--- src/logic/supply_fault_pkg.sv ---
// Purpose: Shared constants and carriers for the supply fault configuration block
// Assumes: 100 MHz clk_i; byte-wide register port
// Notes: Long periods are top-level parameters derived from these figures
// Functional notes
// - Overcurrent-mask bit 7 stops overcurrent from reaching power management but the flag still sets.
// - Bit 6 with a companion bit sets the power-enable output polarity.
// - Bit 5 with a companion bit sets the breaker output polarity.
// - Fast ride-through bit 2 swaps the seconds periods for short microsecond periods.
// - Ground-check disable bit 1 removes the ground-continuity input from fault logic.
// - Breaker latch-mode bit makes the breaker output follow the fault or latch until cleared.
// - With restart mode set, the supply retries about once per second after a shutdown.
// - With restart mode clear, faults latch the supply off until the power-on request is cycled.
// - A write-only bit drives ac-good directly in microprocessor mode.
// - The 2-bit ride-through field picks 1 to 4 seconds or 128 to 512 microseconds.
// - The write-only ac-sense select bit picks the first or second ac-sense input.
// - The share-clamp bit sets the release threshold to 75 or 88 percent.
// - While trim-lock is set, register writes are refused.
package supply_fault_pkg;

  // ****************************************
  // Register map
  // ****************************************
  localparam logic [7:0] FAULT_CONFIG_A_OFS = 8'h11;
  localparam logic [7:0] FAULT_CONFIG_B_OFS = 8'h12;
  localparam logic [7:0] RESET_BYTE = 8'h00;
  // Write mask of first register: reserved bits 4:3 dropped
  localparam logic [7:0] CONFIG_A_WMASK = 8'he7;
  // Read mask of second register: write-only bits 5, 2, 1 read zero
  localparam logic [7:0] CONFIG_B_RMASK = 8'hd9;

  // ****************************************
  // Timing
  // ****************************************
  localparam int CLK_MHZ = 100;
  localparam int RIDE_SLOW_UNIT_MS = 1000;
  localparam int RIDE_FAST_UNIT_US = 128;
  localparam int RESTART_MS = 1000;
  localparam int RIDE_SLOW_UNIT_CYC = RIDE_SLOW_UNIT_MS * 1000 * CLK_MHZ;
  localparam int RIDE_FAST_UNIT_CYC = RIDE_FAST_UNIT_US * CLK_MHZ;
  localparam int RESTART_CYC = RESTART_MS * 1000 * CLK_MHZ;
  localparam int CNT_W = 29;
  localparam int SYNC_W = 6;

  // ****************************************
  // Register layouts
  // ****************************************
  typedef struct packed {
    logic oc_mask;
    logic pen_pol_lo;
    logic brk_pol_lo;
    logic [1:0] reserved;
    logic fast_ride;
    logic gnd_dis;
    logic brk_latch;
  } fault_config_a_s;

  typedef struct packed {
    logic restart_mode;
    logic ac_good_micro_mode;
    logic ac_good_direct;
    logic [1:0] ridethrough_period;
    logic ac_sense_sel;
    logic power_on_direct;
    logic share_clamp_threshold;
  } fault_config_b_s;

  // Synchronised pin bundle
  typedef struct packed {
    logic oc;
    logic uv;
    logic gnd_ok;
    logic ac1;
    logic ac2;
    logic pson;
  } pins_s;

endpackage
--- src/logic/ridethrough_timer.sv ---
// Purpose: Counts cycles while a condition holds and flags when a limit is reached
// Assumes: run_i from same clock domain
// Notes: Count restarts whenever run_i drops
`timescale 1ns/100ps
module ridethrough_timer (
  input wire logic clk_i,
  input wire logic reset_i,
  input wire logic ce_i,
  input wire logic run_i,
  input wire logic [supply_fault_pkg::CNT_W-1:0] limit_i,
  output logic expired_o
);

  logic [supply_fault_pkg::CNT_W-1:0] count_q;
  logic [supply_fault_pkg::CNT_W-1:0] count_d;
  logic at_limit;

  // Saturate at the limit so a held condition keeps expired high
  assign at_limit = (count_q >= limit_i);
  assign count_d = !run_i ? '0 : (at_limit ? count_q : count_q + 1'b1);

  // Counter
  always_ff @(posedge clk_i or posedge reset_i) begin
    if (reset_i) begin
      count_q <= '0;
      expired_o <= 1'b0;
    end else if (ce_i) begin
      count_q <= count_d;
      expired_o <= run_i && at_limit;
    end
  end

endmodule

--- src/logic/supply_fault_config_regs.sv ---
// Purpose: Fault configuration registers and the fault reactions they steer
// Assumes: Byte register port on clk_i; pins asynchronous; NV defaults loaded by pulse
// Notes: Outputs all registered; long periods shortenable by parameter
`timescale 1ns/100ps
module supply_fault_config_regs #(
  parameter int RIDE_SLOW_CYC = supply_fault_pkg::RIDE_SLOW_UNIT_CYC,
  parameter int RIDE_FAST_CYC = supply_fault_pkg::RIDE_FAST_UNIT_CYC,
  parameter int RESTART_PERIOD_CYC = supply_fault_pkg::RESTART_CYC
) (
  input wire logic clk_i,
  input wire logic reset_i,
  input wire logic ce_i,
  input wire logic reg_wr_i,
  input wire logic reg_rd_i,
  input wire logic [7:0] reg_addr_i,
  input wire logic [7:0] reg_wdata_i,
  input wire logic nv_load_i,
  input wire logic [7:0] nv_config_a_i,
  input wire logic [7:0] nv_config_b_i,
  input wire logic trim_lock_i,
  input wire logic power_enable_polarity_hi_i,
  input wire logic breaker_polarity_hi_i,
  input wire logic breaker_clear_i,
  input wire logic oc_pin_i,
  input wire logic uv_pin_i,
  input wire logic gnd_ok_pin_i,
  input wire logic ac_sense1_pin_i,
  input wire logic ac_sense2_pin_i,
  input wire logic power_on_req_pin_i,
  output logic [7:0] reg_rdata_o,
  output logic power_enable_out_o,
  output logic breaker_out_o,
  output logic ac_good_out_o,
  output logic oc_status_o,
  output logic share_clamp_threshold_o,
  output logic supply_on_o
);

  // ****************************************
  // Helpers
  // ****************************************
  // Ride-through limit in cycles, (code + 1) units, minus one for the compare
  function automatic logic [supply_fault_pkg::CNT_W-1:0] ride_limit(
    input logic [1:0] code, input logic fast);
    logic [supply_fault_pkg::CNT_W-1:0] unit;
    unit = fast ? supply_fault_pkg::CNT_W'(RIDE_FAST_CYC)
                : supply_fault_pkg::CNT_W'(RIDE_SLOW_CYC);
    ride_limit = supply_fault_pkg::CNT_W'(unit * ({27'h0, code} + 29'h1) - 29'h1);
  endfunction

  // Output polarity: the pair of polarity bits inverts when they differ
  function automatic logic apply_pol(input logic level, input logic lo, input logic hi);
    apply_pol = level ^ lo ^ hi;
  endfunction

  // ****************************************
  // Pin synchronisers
  // ****************************************
  supply_fault_pkg::pins_s pins_raw;
  supply_fault_pkg::pins_s sync1_q;
  supply_fault_pkg::pins_s pins_q;

  assign pins_raw = '{oc: oc_pin_i, uv: uv_pin_i, gnd_ok: gnd_ok_pin_i,
                      ac1: ac_sense1_pin_i, ac2: ac_sense2_pin_i,
                      pson: power_on_req_pin_i};

  // Two stages; first stage feeds only the second
  always_ff @(posedge clk_i or posedge reset_i) begin
    if (reset_i) begin
      sync1_q <= '0;
      pins_q <= '0;
    end else if (ce_i) begin
      sync1_q <= pins_raw;
      pins_q <= sync1_q;
    end
  end

  // ****************************************
  // Register file
  // ****************************************
  supply_fault_pkg::fault_config_a_s cfg_a_q;
  supply_fault_pkg::fault_config_b_s cfg_b_q;
  logic wr_ok;
  logic wr_a;
  logic wr_b;
  logic [7:0] rd_mux;

  // Lock gates every bus write; NV load still lands
  assign wr_ok = reg_wr_i && !trim_lock_i;
  assign wr_a = wr_ok && (reg_addr_i == supply_fault_pkg::FAULT_CONFIG_A_OFS);
  assign wr_b = wr_ok && (reg_addr_i == supply_fault_pkg::FAULT_CONFIG_B_OFS);
  assign rd_mux = (reg_addr_i == supply_fault_pkg::FAULT_CONFIG_A_OFS) ? cfg_a_q :
                  (reg_addr_i == supply_fault_pkg::FAULT_CONFIG_B_OFS) ?
                  (cfg_b_q & supply_fault_pkg::CONFIG_B_RMASK) :
                  supply_fault_pkg::RESET_BYTE;

  // Config storage; reserved bits never stored
  always_ff @(posedge clk_i or posedge reset_i) begin
    if (reset_i) begin
      cfg_a_q <= supply_fault_pkg::RESET_BYTE;
      cfg_b_q <= supply_fault_pkg::RESET_BYTE;
    end else if (ce_i) begin
      if (nv_load_i) begin
        cfg_a_q <= nv_config_a_i & supply_fault_pkg::CONFIG_A_WMASK;
        cfg_b_q <= nv_config_b_i;
      end else begin
        if (wr_a) cfg_a_q <= reg_wdata_i & supply_fault_pkg::CONFIG_A_WMASK;
        if (wr_b) cfg_b_q <= reg_wdata_i;
      end
    end
  end

  // Read data holds until the next read strobe
  always_ff @(posedge clk_i or posedge reset_i) begin
    if (reset_i) begin
      reg_rdata_o <= supply_fault_pkg::RESET_BYTE;
    end else if (ce_i && reg_rd_i) begin
      reg_rdata_o <= rd_mux;
    end
  end

  // ****************************************
  // Overcurrent ride-through
  // ****************************************
  logic [supply_fault_pkg::CNT_W-1:0] ride_lim;
  logic oc_expired;

  assign ride_lim = ride_limit(cfg_b_q.ridethrough_period, cfg_a_q.fast_ride);

  ridethrough_timer u_ride (
    .clk_i(clk_i),
    .reset_i(reset_i),
    .ce_i(ce_i),
    .run_i(pins_q.oc),
    .limit_i(ride_lim),
    .expired_o(oc_expired)
  );

  // ****************************************
  // Power management
  // ****************************************
  logic oc_trip;
  logic gnd_fault;
  logic trip_now;
  logic pson_req;
  logic fault_q;
  logic fault_d;
  logic on_q;
  logic on_d;
  logic [supply_fault_pkg::CNT_W-1:0] retry_q;
  logic [supply_fault_pkg::CNT_W-1:0] retry_d;
  logic retry_done;
  logic brk_act_q;
  logic brk_act_d;

  // Mask keeps overcurrent out of shutdown and breaker decisions only
  assign oc_trip = oc_expired && !cfg_a_q.oc_mask;
  assign gnd_fault = !pins_q.gnd_ok && !cfg_a_q.gnd_dis;
  assign trip_now = on_q && (oc_trip || pins_q.uv || gnd_fault);
  // Microprocessor mode replaces the power-on pin with its own bit
  assign pson_req = cfg_b_q.ac_good_micro_mode ? cfg_b_q.power_on_direct : pins_q.pson;
  assign retry_done = (retry_q == supply_fault_pkg::CNT_W'(RESTART_PERIOD_CYC - 1));
  // Restart mode retries on a timer; otherwise only dropping the request clears
  assign fault_d = trip_now ? 1'b1 :
                   !pson_req ? 1'b0 :
                   (cfg_b_q.restart_mode && retry_done) ? 1'b0 : fault_q;
  assign retry_d = (fault_q && cfg_b_q.restart_mode && !retry_done) ?
                   retry_q + 1'b1 : '0;
  assign on_d = pson_req && !fault_d;
  // Latching breaker: set wins over clear
  assign brk_act_d = cfg_a_q.brk_latch ? (trip_now || (brk_act_q && !breaker_clear_i)) :
                     (trip_now || (fault_q && (oc_trip || pins_q.uv || gnd_fault)));

  // Fault and supply state
  always_ff @(posedge clk_i or posedge reset_i) begin
    if (reset_i) begin
      fault_q <= 1'b0;
      on_q <= 1'b0;
      retry_q <= '0;
      brk_act_q <= 1'b0;
    end else if (ce_i) begin
      fault_q <= fault_d;
      on_q <= on_d;
      retry_q <= retry_d;
      brk_act_q <= brk_act_d;
    end
  end

  // ****************************************
  // Output pins
  // ****************************************
  logic ac_src;
  logic ac_good_d;

  assign ac_src = cfg_b_q.ac_sense_sel ? pins_q.ac2 : pins_q.ac1;
  assign ac_good_d = cfg_b_q.ac_good_micro_mode ? cfg_b_q.ac_good_direct : ac_src;

  // Registered outputs, built from the same next values as the state
  always_ff @(posedge clk_i or posedge reset_i) begin
    if (reset_i) begin
      power_enable_out_o <= 1'b0;
      breaker_out_o <= 1'b0;
      ac_good_out_o <= 1'b0;
      oc_status_o <= 1'b0;
      share_clamp_threshold_o <= 1'b0;
      supply_on_o <= 1'b0;
    end else if (ce_i) begin
      power_enable_out_o <= apply_pol(on_d, cfg_a_q.pen_pol_lo,
                                      power_enable_polarity_hi_i);
      breaker_out_o <= apply_pol(brk_act_d, cfg_a_q.brk_pol_lo, breaker_polarity_hi_i);
      ac_good_out_o <= ac_good_d;
      oc_status_o <= oc_expired;
      share_clamp_threshold_o <= cfg_b_q.share_clamp_threshold;
      supply_on_o <= on_d;
    end
  end

  // ****************************************
  // Checks
  // ****************************************
  a_oc_flag_unmasked: assert property (@(posedge clk_i) disable iff (reset_i)
    (ce_i && oc_expired) |=> oc_status_o)
    else $error("overcurrent flag missing");

  a_oc_mask_holds: assert property (@(posedge clk_i) disable iff (reset_i)
    (ce_i && on_q && cfg_a_q.oc_mask && !pins_q.uv && !gnd_fault && pson_req) |=> on_q)
    else $error("masked overcurrent shut supply");

  // Polarity bits are taken as they stood at the edge that launched the output
  a_pen_polarity: assert property (@(posedge clk_i) disable iff (reset_i)
    ce_i |=> (power_enable_out_o == (supply_on_o ^ $past(cfg_a_q.pen_pol_lo) ^
                                     $past(power_enable_polarity_hi_i))))
    else $error("power enable polarity wrong");

  a_brk_polarity: assert property (@(posedge clk_i) disable iff (reset_i)
    ce_i |=> (breaker_out_o == (brk_act_q ^ $past(cfg_a_q.brk_pol_lo) ^
                                $past(breaker_polarity_hi_i))))
    else $error("breaker polarity wrong");

  a_ride_fast_limit: assert property (@(posedge clk_i) disable iff (reset_i)
    (cfg_a_q.fast_ride && cfg_b_q.ridethrough_period == 2'b11) |->
    (ride_lim == supply_fault_pkg::CNT_W'(4 * RIDE_FAST_CYC - 1)))
    else $error("fast ride-through limit wrong");

  a_gnd_ignored: assert property (@(posedge clk_i) disable iff (reset_i)
    (ce_i && on_q && cfg_a_q.gnd_dis && !pins_q.uv && !oc_trip && pson_req) |=> on_q)
    else $error("disabled ground check tripped");

  a_brk_latch_hold: assert property (@(posedge clk_i) disable iff (reset_i)
    (ce_i && cfg_a_q.brk_latch && brk_act_q && !breaker_clear_i) |=> brk_act_q)
    else $error("latched breaker dropped");

  a_restart_retry: assert property (@(posedge clk_i) disable iff (reset_i)
    (ce_i && fault_q && retry_done && cfg_b_q.restart_mode && pson_req && !trip_now)
    |=> !fault_q)
    else $error("restart did not retry");

  a_latch_off: assert property (@(posedge clk_i) disable iff (reset_i)
    (ce_i && fault_q && !cfg_b_q.restart_mode && pson_req) |=> fault_q)
    else $error("latched fault cleared itself");

  a_ac_select: assert property (@(posedge clk_i) disable iff (reset_i)
    (ce_i && !cfg_b_q.ac_good_micro_mode && cfg_b_q.ac_sense_sel) |=>
    (ac_good_out_o == $past(pins_q.ac2)))
    else $error("ac sense source wrong");

  a_lock_refuse: assert property (@(posedge clk_i) disable iff (reset_i)
    (ce_i && trim_lock_i && !nv_load_i) |=> $stable(cfg_a_q) && $stable(cfg_b_q))
    else $error("write passed trim lock");

  a_oc_trip_off: assert property (@(posedge clk_i) disable iff (reset_i)
    (ce_i && on_q && oc_expired && !cfg_a_q.oc_mask) |=> !on_q)
    else $error("unmasked overcurrent kept supply on");

  a_ride_slow_limit: assert property (@(posedge clk_i) disable iff (reset_i)
    !cfg_a_q.fast_ride |->
    (ride_lim == supply_fault_pkg::CNT_W'((int'(cfg_b_q.ridethrough_period) + 1) *
                                          RIDE_SLOW_CYC - 1)))
    else $error("slow ride-through limit wrong");

  a_brk_follow: assert property (@(posedge clk_i) disable iff (reset_i)
    (ce_i && !cfg_a_q.brk_latch && !(oc_trip || pins_q.uv || gnd_fault)) |=>
    !brk_act_q)
    else $error("non-latching breaker held");

  a_brk_clear: assert property (@(posedge clk_i) disable iff (reset_i)
    (ce_i && cfg_a_q.brk_latch && breaker_clear_i && !trip_now) |=> !brk_act_q)
    else $error("latched breaker not cleared");

  a_ac_first: assert property (@(posedge clk_i) disable iff (reset_i)
    (ce_i && !cfg_b_q.ac_good_micro_mode && !cfg_b_q.ac_sense_sel) |=>
    (ac_good_out_o == $past(pins_q.ac1)))
    else $error("first ac sense source wrong");

  // Micro mode must cut the pins off completely, not just mix in the bit
  a_ac_micro: assert property (@(posedge clk_i) disable iff (reset_i)
    (ce_i && cfg_b_q.ac_good_micro_mode) |=>
    (ac_good_out_o == $past(cfg_b_q.ac_good_direct)))
    else $error("direct ac good ignored");

  a_clamp_follow: assert property (@(posedge clk_i) disable iff (reset_i)
    ce_i |=> (share_clamp_threshold_o == $past(cfg_b_q.share_clamp_threshold)))
    else $error("share clamp threshold wrong");

  a_reserved_zero: assert property (@(posedge clk_i) disable iff (reset_i)
    (cfg_a_q.reserved == 2'h0))
    else $error("reserved bits stored");

endmodule

--- config.mk ---
export PLATFORM = sky130hd
export DESIGN_NAME = supply_fault_config_regs
export DESIGN_NICKNAME = d
export VERILOG_FILES = /design/src/logic/supply_fault_pkg.sv /design/src/logic/ridethrough_timer.sv /design/src/logic/supply_fault_config_regs.sv
export SDC_FILE = /design/constraint.sdc
export NUM_CORES = 1
export LEC_CHECK = 0
export ABC_AREA = 1
export BUFFER_PORTS_ARGS = -buffer_cell sky130_fd_sc_hd__buf_2
export CAP_MARGIN = 15
export CORE_ASPECT_RATIO = 0.75
export CORE_UTILIZATION = 45
export DETAILED_ROUTE_END_ITERATION = 16
export GPL_ROUTABILITY_DRIVEN = 0
export HOLD_SLACK_MARGIN = 0.1
export PLACE_DENSITY = 0.76
export SYNTH_ARGS = -nofsm -noshare
export SYNTH_HDL_FRONTEND = slang
export SYNTH_SLANG_ARGS = --single-unit
--- constraint.sdc ---
create_clock -name clk_i -period 5.45 [get_ports clk_i]
set_clock_uncertainty 0.2 [all_clocks]
set_input_delay 0.8175 -clock clk_i [delete_from_list [all_inputs] [get_ports clk_i]]
set_output_delay 0.8175 -clock clk_i [all_outputs]
set_load 0.01 [all_outputs]
Word level (Yosys, flattened, before mapping)
Index checks and enable logic that the tools add are counted.
Widths: inputs -> output; s select.
{ "op_classes": {"add_sub_neg": 4, "multipliers": 1, "order_cmp": 1, "n_eq_ne": 4, "muxes": 17, "n_bitwise": 4, "reduce_logical": 30} }
{ "ops": {"columns": ["op", "count"], "rows": [
  ["$mux 29", 3],
  ["$add 29x1->29 const B", 2],
  ["$mux 8", 6],
  ["$eq 29x27->1 const B", 1],
  ["$ge 29x29->1", 1],
  ["$mul 27x3->29", 1],
  ["$sub 29x1->29 const B", 1],
  ["$mux 27", 1],
  ["$eq 8x5->1 const B", 2],
  ["$logic_and 1x1->1", 14],
  ["$logic_not 1->1", 7],
  ["$mux 1", 7],
  ["$reduce_and 2->1", 3],
  ["$logic_or 1x1->1", 4],
  ["$reduce_bool 2->1", 2],
  ["$xor 1x1->1", 4],
  ["$add 2x1->3 const B", 1],
  ["$ne 2x2->1 const B", 1]
]} }
{ "totals": {"reg_bits": 103, "out_inout_bits": 14} }

Longest topological paths before layout
{ "depth": {"word_depth": 10, "ltp_mapped": 33, "mapped_depth_nobuf": 31} }

Hierarchy
A second synthesis with hierarchy kept.
{ "hier_totals": {"hier_cells": 1179, "hier_area_um2": 7995.2} }
{ "by_module_without_submodules": {"columns": ["module", "instances", "cells_per_inst", "area_per_inst_um2"], "rows": [
  ["supply_fault_config_regs", 1, 682, 4958.5],
  ["ridethrough_timer", 1, 497, 3036.7]
]} }

Worst setup path before layout
Ideal clock, no wire load.
{ "synth_timing": {"path_type": "register to register", "from": "reg cfg_b_q[3] in the netlist's numbering", "to": "reg u_ride.count_q[0] in the netlist's numbering", "setup_time_ns": 0.117, "t_arrival_ns": 4.920, "t_required_ns": 5.133, "setup_slack_ns": 0.213, "path_stages_with_launch": 33, "period_less_slack_ns": 5.237, "cell_sequence": "dfrtp_1 > inv_1 > ha_1 > inv_1 > nor2_1 > inv_1 > ha_1 > inv_1 > fa_1 > inv_1 > ha_1 > nand2_1 > nor3_1 > inv_1 > nor2_1 > o21ai_0 > nand4_1 > nand2_1 > ha_1 > nand2_1 > nor2_1 > nand2_1 > inv_1 > nand2_1 > nand2_1 > nor2_1 > nand3_2 > nand2_4 > nand2_2 > buf_6 > buf_8 > nand2_1 > nand2_1"} }
{ "synth_between": {"elab_chain_cells": 6} }
{ "synth_lines": {"columns": ["element", "line_no", "source"], "rows": [
  ["start: declaration", "supply_fault_config_regs.sv:82", "supply_fault_pkg::fault_config_b_s cfg_b_q;"],
  ["start signal: assignment", "supply_fault_config_regs.sv:101", "cfg_b_q <= supply_fault_pkg::RESET_BYTE;"],
  ["start signal: assignment", "supply_fault_config_regs.sv:105", "cfg_b_q <= nv_config_b_i;"],
  ["start signal: assignment", "supply_fault_config_regs.sv:108", "if (wr_b) cfg_b_q <= reg_wdata_i;"],
  ["$add 2x1->3", "supply_fault_config_regs.sv:48", "ride_limit = supply_fault_pkg::CNT_W'(unit * ({27'h0, code} + 29'h1) - 29'h1);"],
  ["$mul 27x3->29", "supply_fault_config_regs.sv:48", null],
  ["$sub 29x1->29", "supply_fault_config_regs.sv:48", null],
  ["$ge 29x29->1", "ridethrough_timer.sv:19", "assign at_limit = (count_q >= limit_i);"],
  ["$ne 2x2->1 (no source line)", null, null],
  ["$reduce_and 2->1 (no source line)", null, null],
  ["end signal: assignment", "ridethrough_timer.sv:28", "count_q <= count_d;"],
  ["end: declaration", "ridethrough_timer.sv:14", "logic [supply_fault_pkg::CNT_W-1:0] count_q;"]
]} }
Every way passes these cells.
A chain may end at the register's enable or synchronous reset.

Worst setup path in the final report
{ "layout_timing": {"from": "reg cfg_b_q[3] in the netlist's numbering", "to": "reg u_ride.count_q[28] in the netlist's numbering"} }
Same word-level chain as after synthesis.

==> results.sh <==
export IMPL_routed_via_density=5.22
export IMPL_avgSynthCellArea_sq_um=6.82
export IMPL_ir_drop_mv=0.169
export IMPL_synth_nets=1210
export IMPL_dr_total_vias=7198
export IMPL_start_kind="flip-flop"
export IMPL_portBuffers=59
export IMPL_worstPathArrival_ns=5.09
export IMPL_synth_most_common_cell="nand2_1"
export IMPL_rsz0062_at_grt="no"
export IMPL_synth_cell_types=39
export IMPL_synthFlopType="dfrtp_1"
export IMPL_rr_endpoint="u_ride.count_q[28]"
export IMPL_worst_path_most_repeated_cell="nand2_1"
export IMPL_synth_top_cell_area_share=0.336
export IMPL_drtAntennaViolNets=0
export IMPL_fp_dieH_um=114
export IMPL_grt_max_degree=66
export IMPL_hold_viol_final=0
export IMPL_min_period_ns=5.04
export IMPL_max_freq_mhz=198
export IMPL_p_sw_frac=0.403
export IMPL_dp_hpwl_um=14200
export IMPL_pwr_share_clk=0.262
export IMPL_yosysSeqAreaShare=0.336
export IMPL_p_total_mw=2.47
export IMPL_synthCells=1104
export IMPL_fin_crit_sh=0.926
export IMPL_outcome="complete, no violations"
export IMPL_grt_antenna_before_repair=0
export IMPL_initial_utilization=0.466
export IMPL_holdCritStartpoint="oc_status_o"
export IMPL_insertion_delay_ns=0.36
export IMPL_setup_tns_ns=0
export IMPL_finalWirelength_um=18800
export IMPL_async_flop_share=1.00
export IMPL_placementRows=40
export IMPL_cp_end_kind="flip-flop"
export IMPL_hold_path_cell_count=2
export IMPL_reg2reg_depth=30
export IMPL_grt_pass1_wl_um=31600
export IMPL_power_leakage_nw=4.31
export IMPL_fin_nets=1270
export IMPL_cts_tree="yes"
export IMPL_power_density_nw_per_um2=293
export IMPL_ys_seq_elements=101
export IMPL_cts_sinks=101
export IMPL_cts_buffers=9
export IMPL_slew_viol_final=0
export IMPL_p_int_mw=1.48
export IMPL_setup_viol=0
export IMPL_synth_area_sq_um=7530
export IMPL_grt_pass1_vias=6559
export IMPL_synth_commonest_cells="371 x nand2_1, 138 x nor2_1, 125 x inv_1"
export IMPL_clockBufferDepth=2
export IMPL_drcViolationCount=0
export IMPL_core_sq_um=16200
export IMPL_cts_max_level=3
export IMPL_cts_root_buf="clkbuf_16"
export IMPL_antenna_cells=0
export IMPL_hold_buffers=0
export IMPL_min_to="oc_status_o"
export IMPL_clk_pin_slew_ns=0.08
export IMPL_ys_top_cells_by_area="dfrtp_1 34%, nand2_1 18%, ha_1 8.5%"
export IMPL_drt_wirelength_per_cell_um=13.6
export IMPL_dr_pass1_iters=5
export IMPL_syn_to_final_growth_pct=11.8
export IMPL_slew_headroom=0.316
export IMPL_cp_required_ns=5.49
export IMPL_p_seq_frac=0.332
export IMPL_drive_above_1_share=0.0907
export IMPL_slowest_stage="fa_1"
export IMPL_io_pins=62
export IMPL_worst_pin_slew_ns=1.03
export IMPL_grt_overflow=0
export IMPL_p_sw_mw=0.996
export IMPL_cap_violations=0
export IMPL_track_usage=0.231
export IMPL_cpPeakStageDelay_ns=0.51
export IMPL_dieArea_sq_um=17300
export IMPL_cp_max_fo=29
export IMPL_synth_top_cell_by_area="dfrtp_1"
export IMPL_hold_class="reg2reg"
export IMPL_pwr_share_comb=0.406
export IMPL_ys_warn_count=0
export IMPL_dieWidth_um=151
export IMPL_r2r_start="cfg_b_q[3]"
export IMPL_drt_initial_drc_count=546
export IMPL_r2r_setup_slack_ns=0.41
export IMPL_synth_edf_count=0
export IMPL_worstSetupPathType="reg2reg"
export IMPL_fillers=1552
power by group through the flow:
stage / clock (mW) / sequential [mW] / combinational [mW]
after floorplan: 0 / 0.831 / 0.726
after global placement: 0 / 0.834 / 0.938
after detailed placement: 0 / 0.835 / 0.967
after CTS: 0.663 / 0.821 / 0.975
after global routing: 0.687 / 0.827 / 1.14
final: 0.649 / 0.820 / 1.00
metal layers:
layer,track usage,vias up,part of all wire
met5,0,-,0
met1,0.342,3275,0.49
met2,0.342,269,0.42
li1,-,3633,-
met4,0.0540,0,0.012
met3,0.0488,21,0.077
state kept, by name, indices dropped and copies added (netlist names), 6 cells and up:
signal,cells
u_ride.count_q,29
cfg_b_q,8
cfg_a_q,6
sync1_q,6
reg_rdata_o,8
pins_q,6
retry_q,29
per-stage QoR:
step	std cells	instance area, sq um	utilization	hold WS, ns	setup WS [ns]
after detailed placement	1359	8060	0.498	0.255	0.154
after CTS	1375	8360	0.517	0.274	0.105
after global placement	1359	8060	0.498	0.249	0.236
final	1379	8420	0.521	0.270	0.406
after global routing	1379	8420	0.521	0.311	0.00713
after floorplan	1104	7530	-	0.242	0.213
cell type report:
class,count,area [sq um],area share
clock buffers,9,225,0.0267
well taps,210,263,0.0312
multi-input cells,852,4440,0.527
inverters,128,483,0.0573
clock inverters,7,77.6,0.00921
repair buffers,72,405,0.0481
flip-flops and latches,101,2530,0.300
how the worst max path moves through the flow:
stage                    start                  to  slack (ns)  cells after the start
floorplan           cfg_b_q[3]   u_ride.count_q[0]        0.21                     32
global placement    cfg_b_q[4]  u_ride.count_q[23]        0.24                     30
detailed placement  cfg_b_q[4]  u_ride.count_q[22]        0.15                     30
CTS                 cfg_b_q[4]  u_ride.count_q[28]        0.11                     30
global route        cfg_b_q[3]  u_ride.count_q[28]       0.007                     30
finish              cfg_b_q[3]  u_ride.count_q[28]        0.41                     30
critical path: cells and delay by family, from the launching register on:
kind,cells,cell delay [ns]
adder cells (fa/ha/maj),5,1.74
AND/OR/NAND/NOR,14,1.34
AO/OA/AOI/OAI,3,0.48
flip-flops,1,0.36
XOR/XNOR,1,0.18
buffers and inverters,7,0.61
cells in the final DEF (no fill, tap or decap), drive strengths merged:
cell	synthesis	routed
nand2	374	374
nor2	139	139
inv	126	129
dfrtp	101	101
buf	10	72
nand3	70	70
ha	51	51
o21ai	49	49
a21oi	34	34
xor2	32	32
nand4	26	26
nor3	23	23
xnor2	13	13
clkbuf	13	9
fa	7	7
clkinv	2	6
nor4	5	5
o31ai	5	5
o21bai	4	4
o22ai	3	3
nor3b	3	3
nand3b	3	3
o211ai	2	2
or2	2	2
a31oi	2	2
nor4b	1	1
a21o	1	1
o21a	1	1
and3	1	1
a21boi	1	1
cells by family (layout without fill, tap and decap cells):
logic type               Yosys count  count (layout)  synth area share
adder cells (fa/ha/maj)           58              58             0.103
flip-flops                       101             101             0.336
XOR/XNOR                          45              45            0.0523
AO/OA/AOI/OAI                    102             102            0.0733
buffers and inverters            151             216            0.0792
AND/OR/NAND/NOR                  647             647             0.356
timing repair:
| action | 4_1_cts | 5_1_grt |
|---|---|---|
| setup endpoints to repair | 0 | 30 |
| resized for setup | 0 | 9 |
| setup buffers | 0 | 4 |
Note: power is estimated with default switching activity, not from simulation.
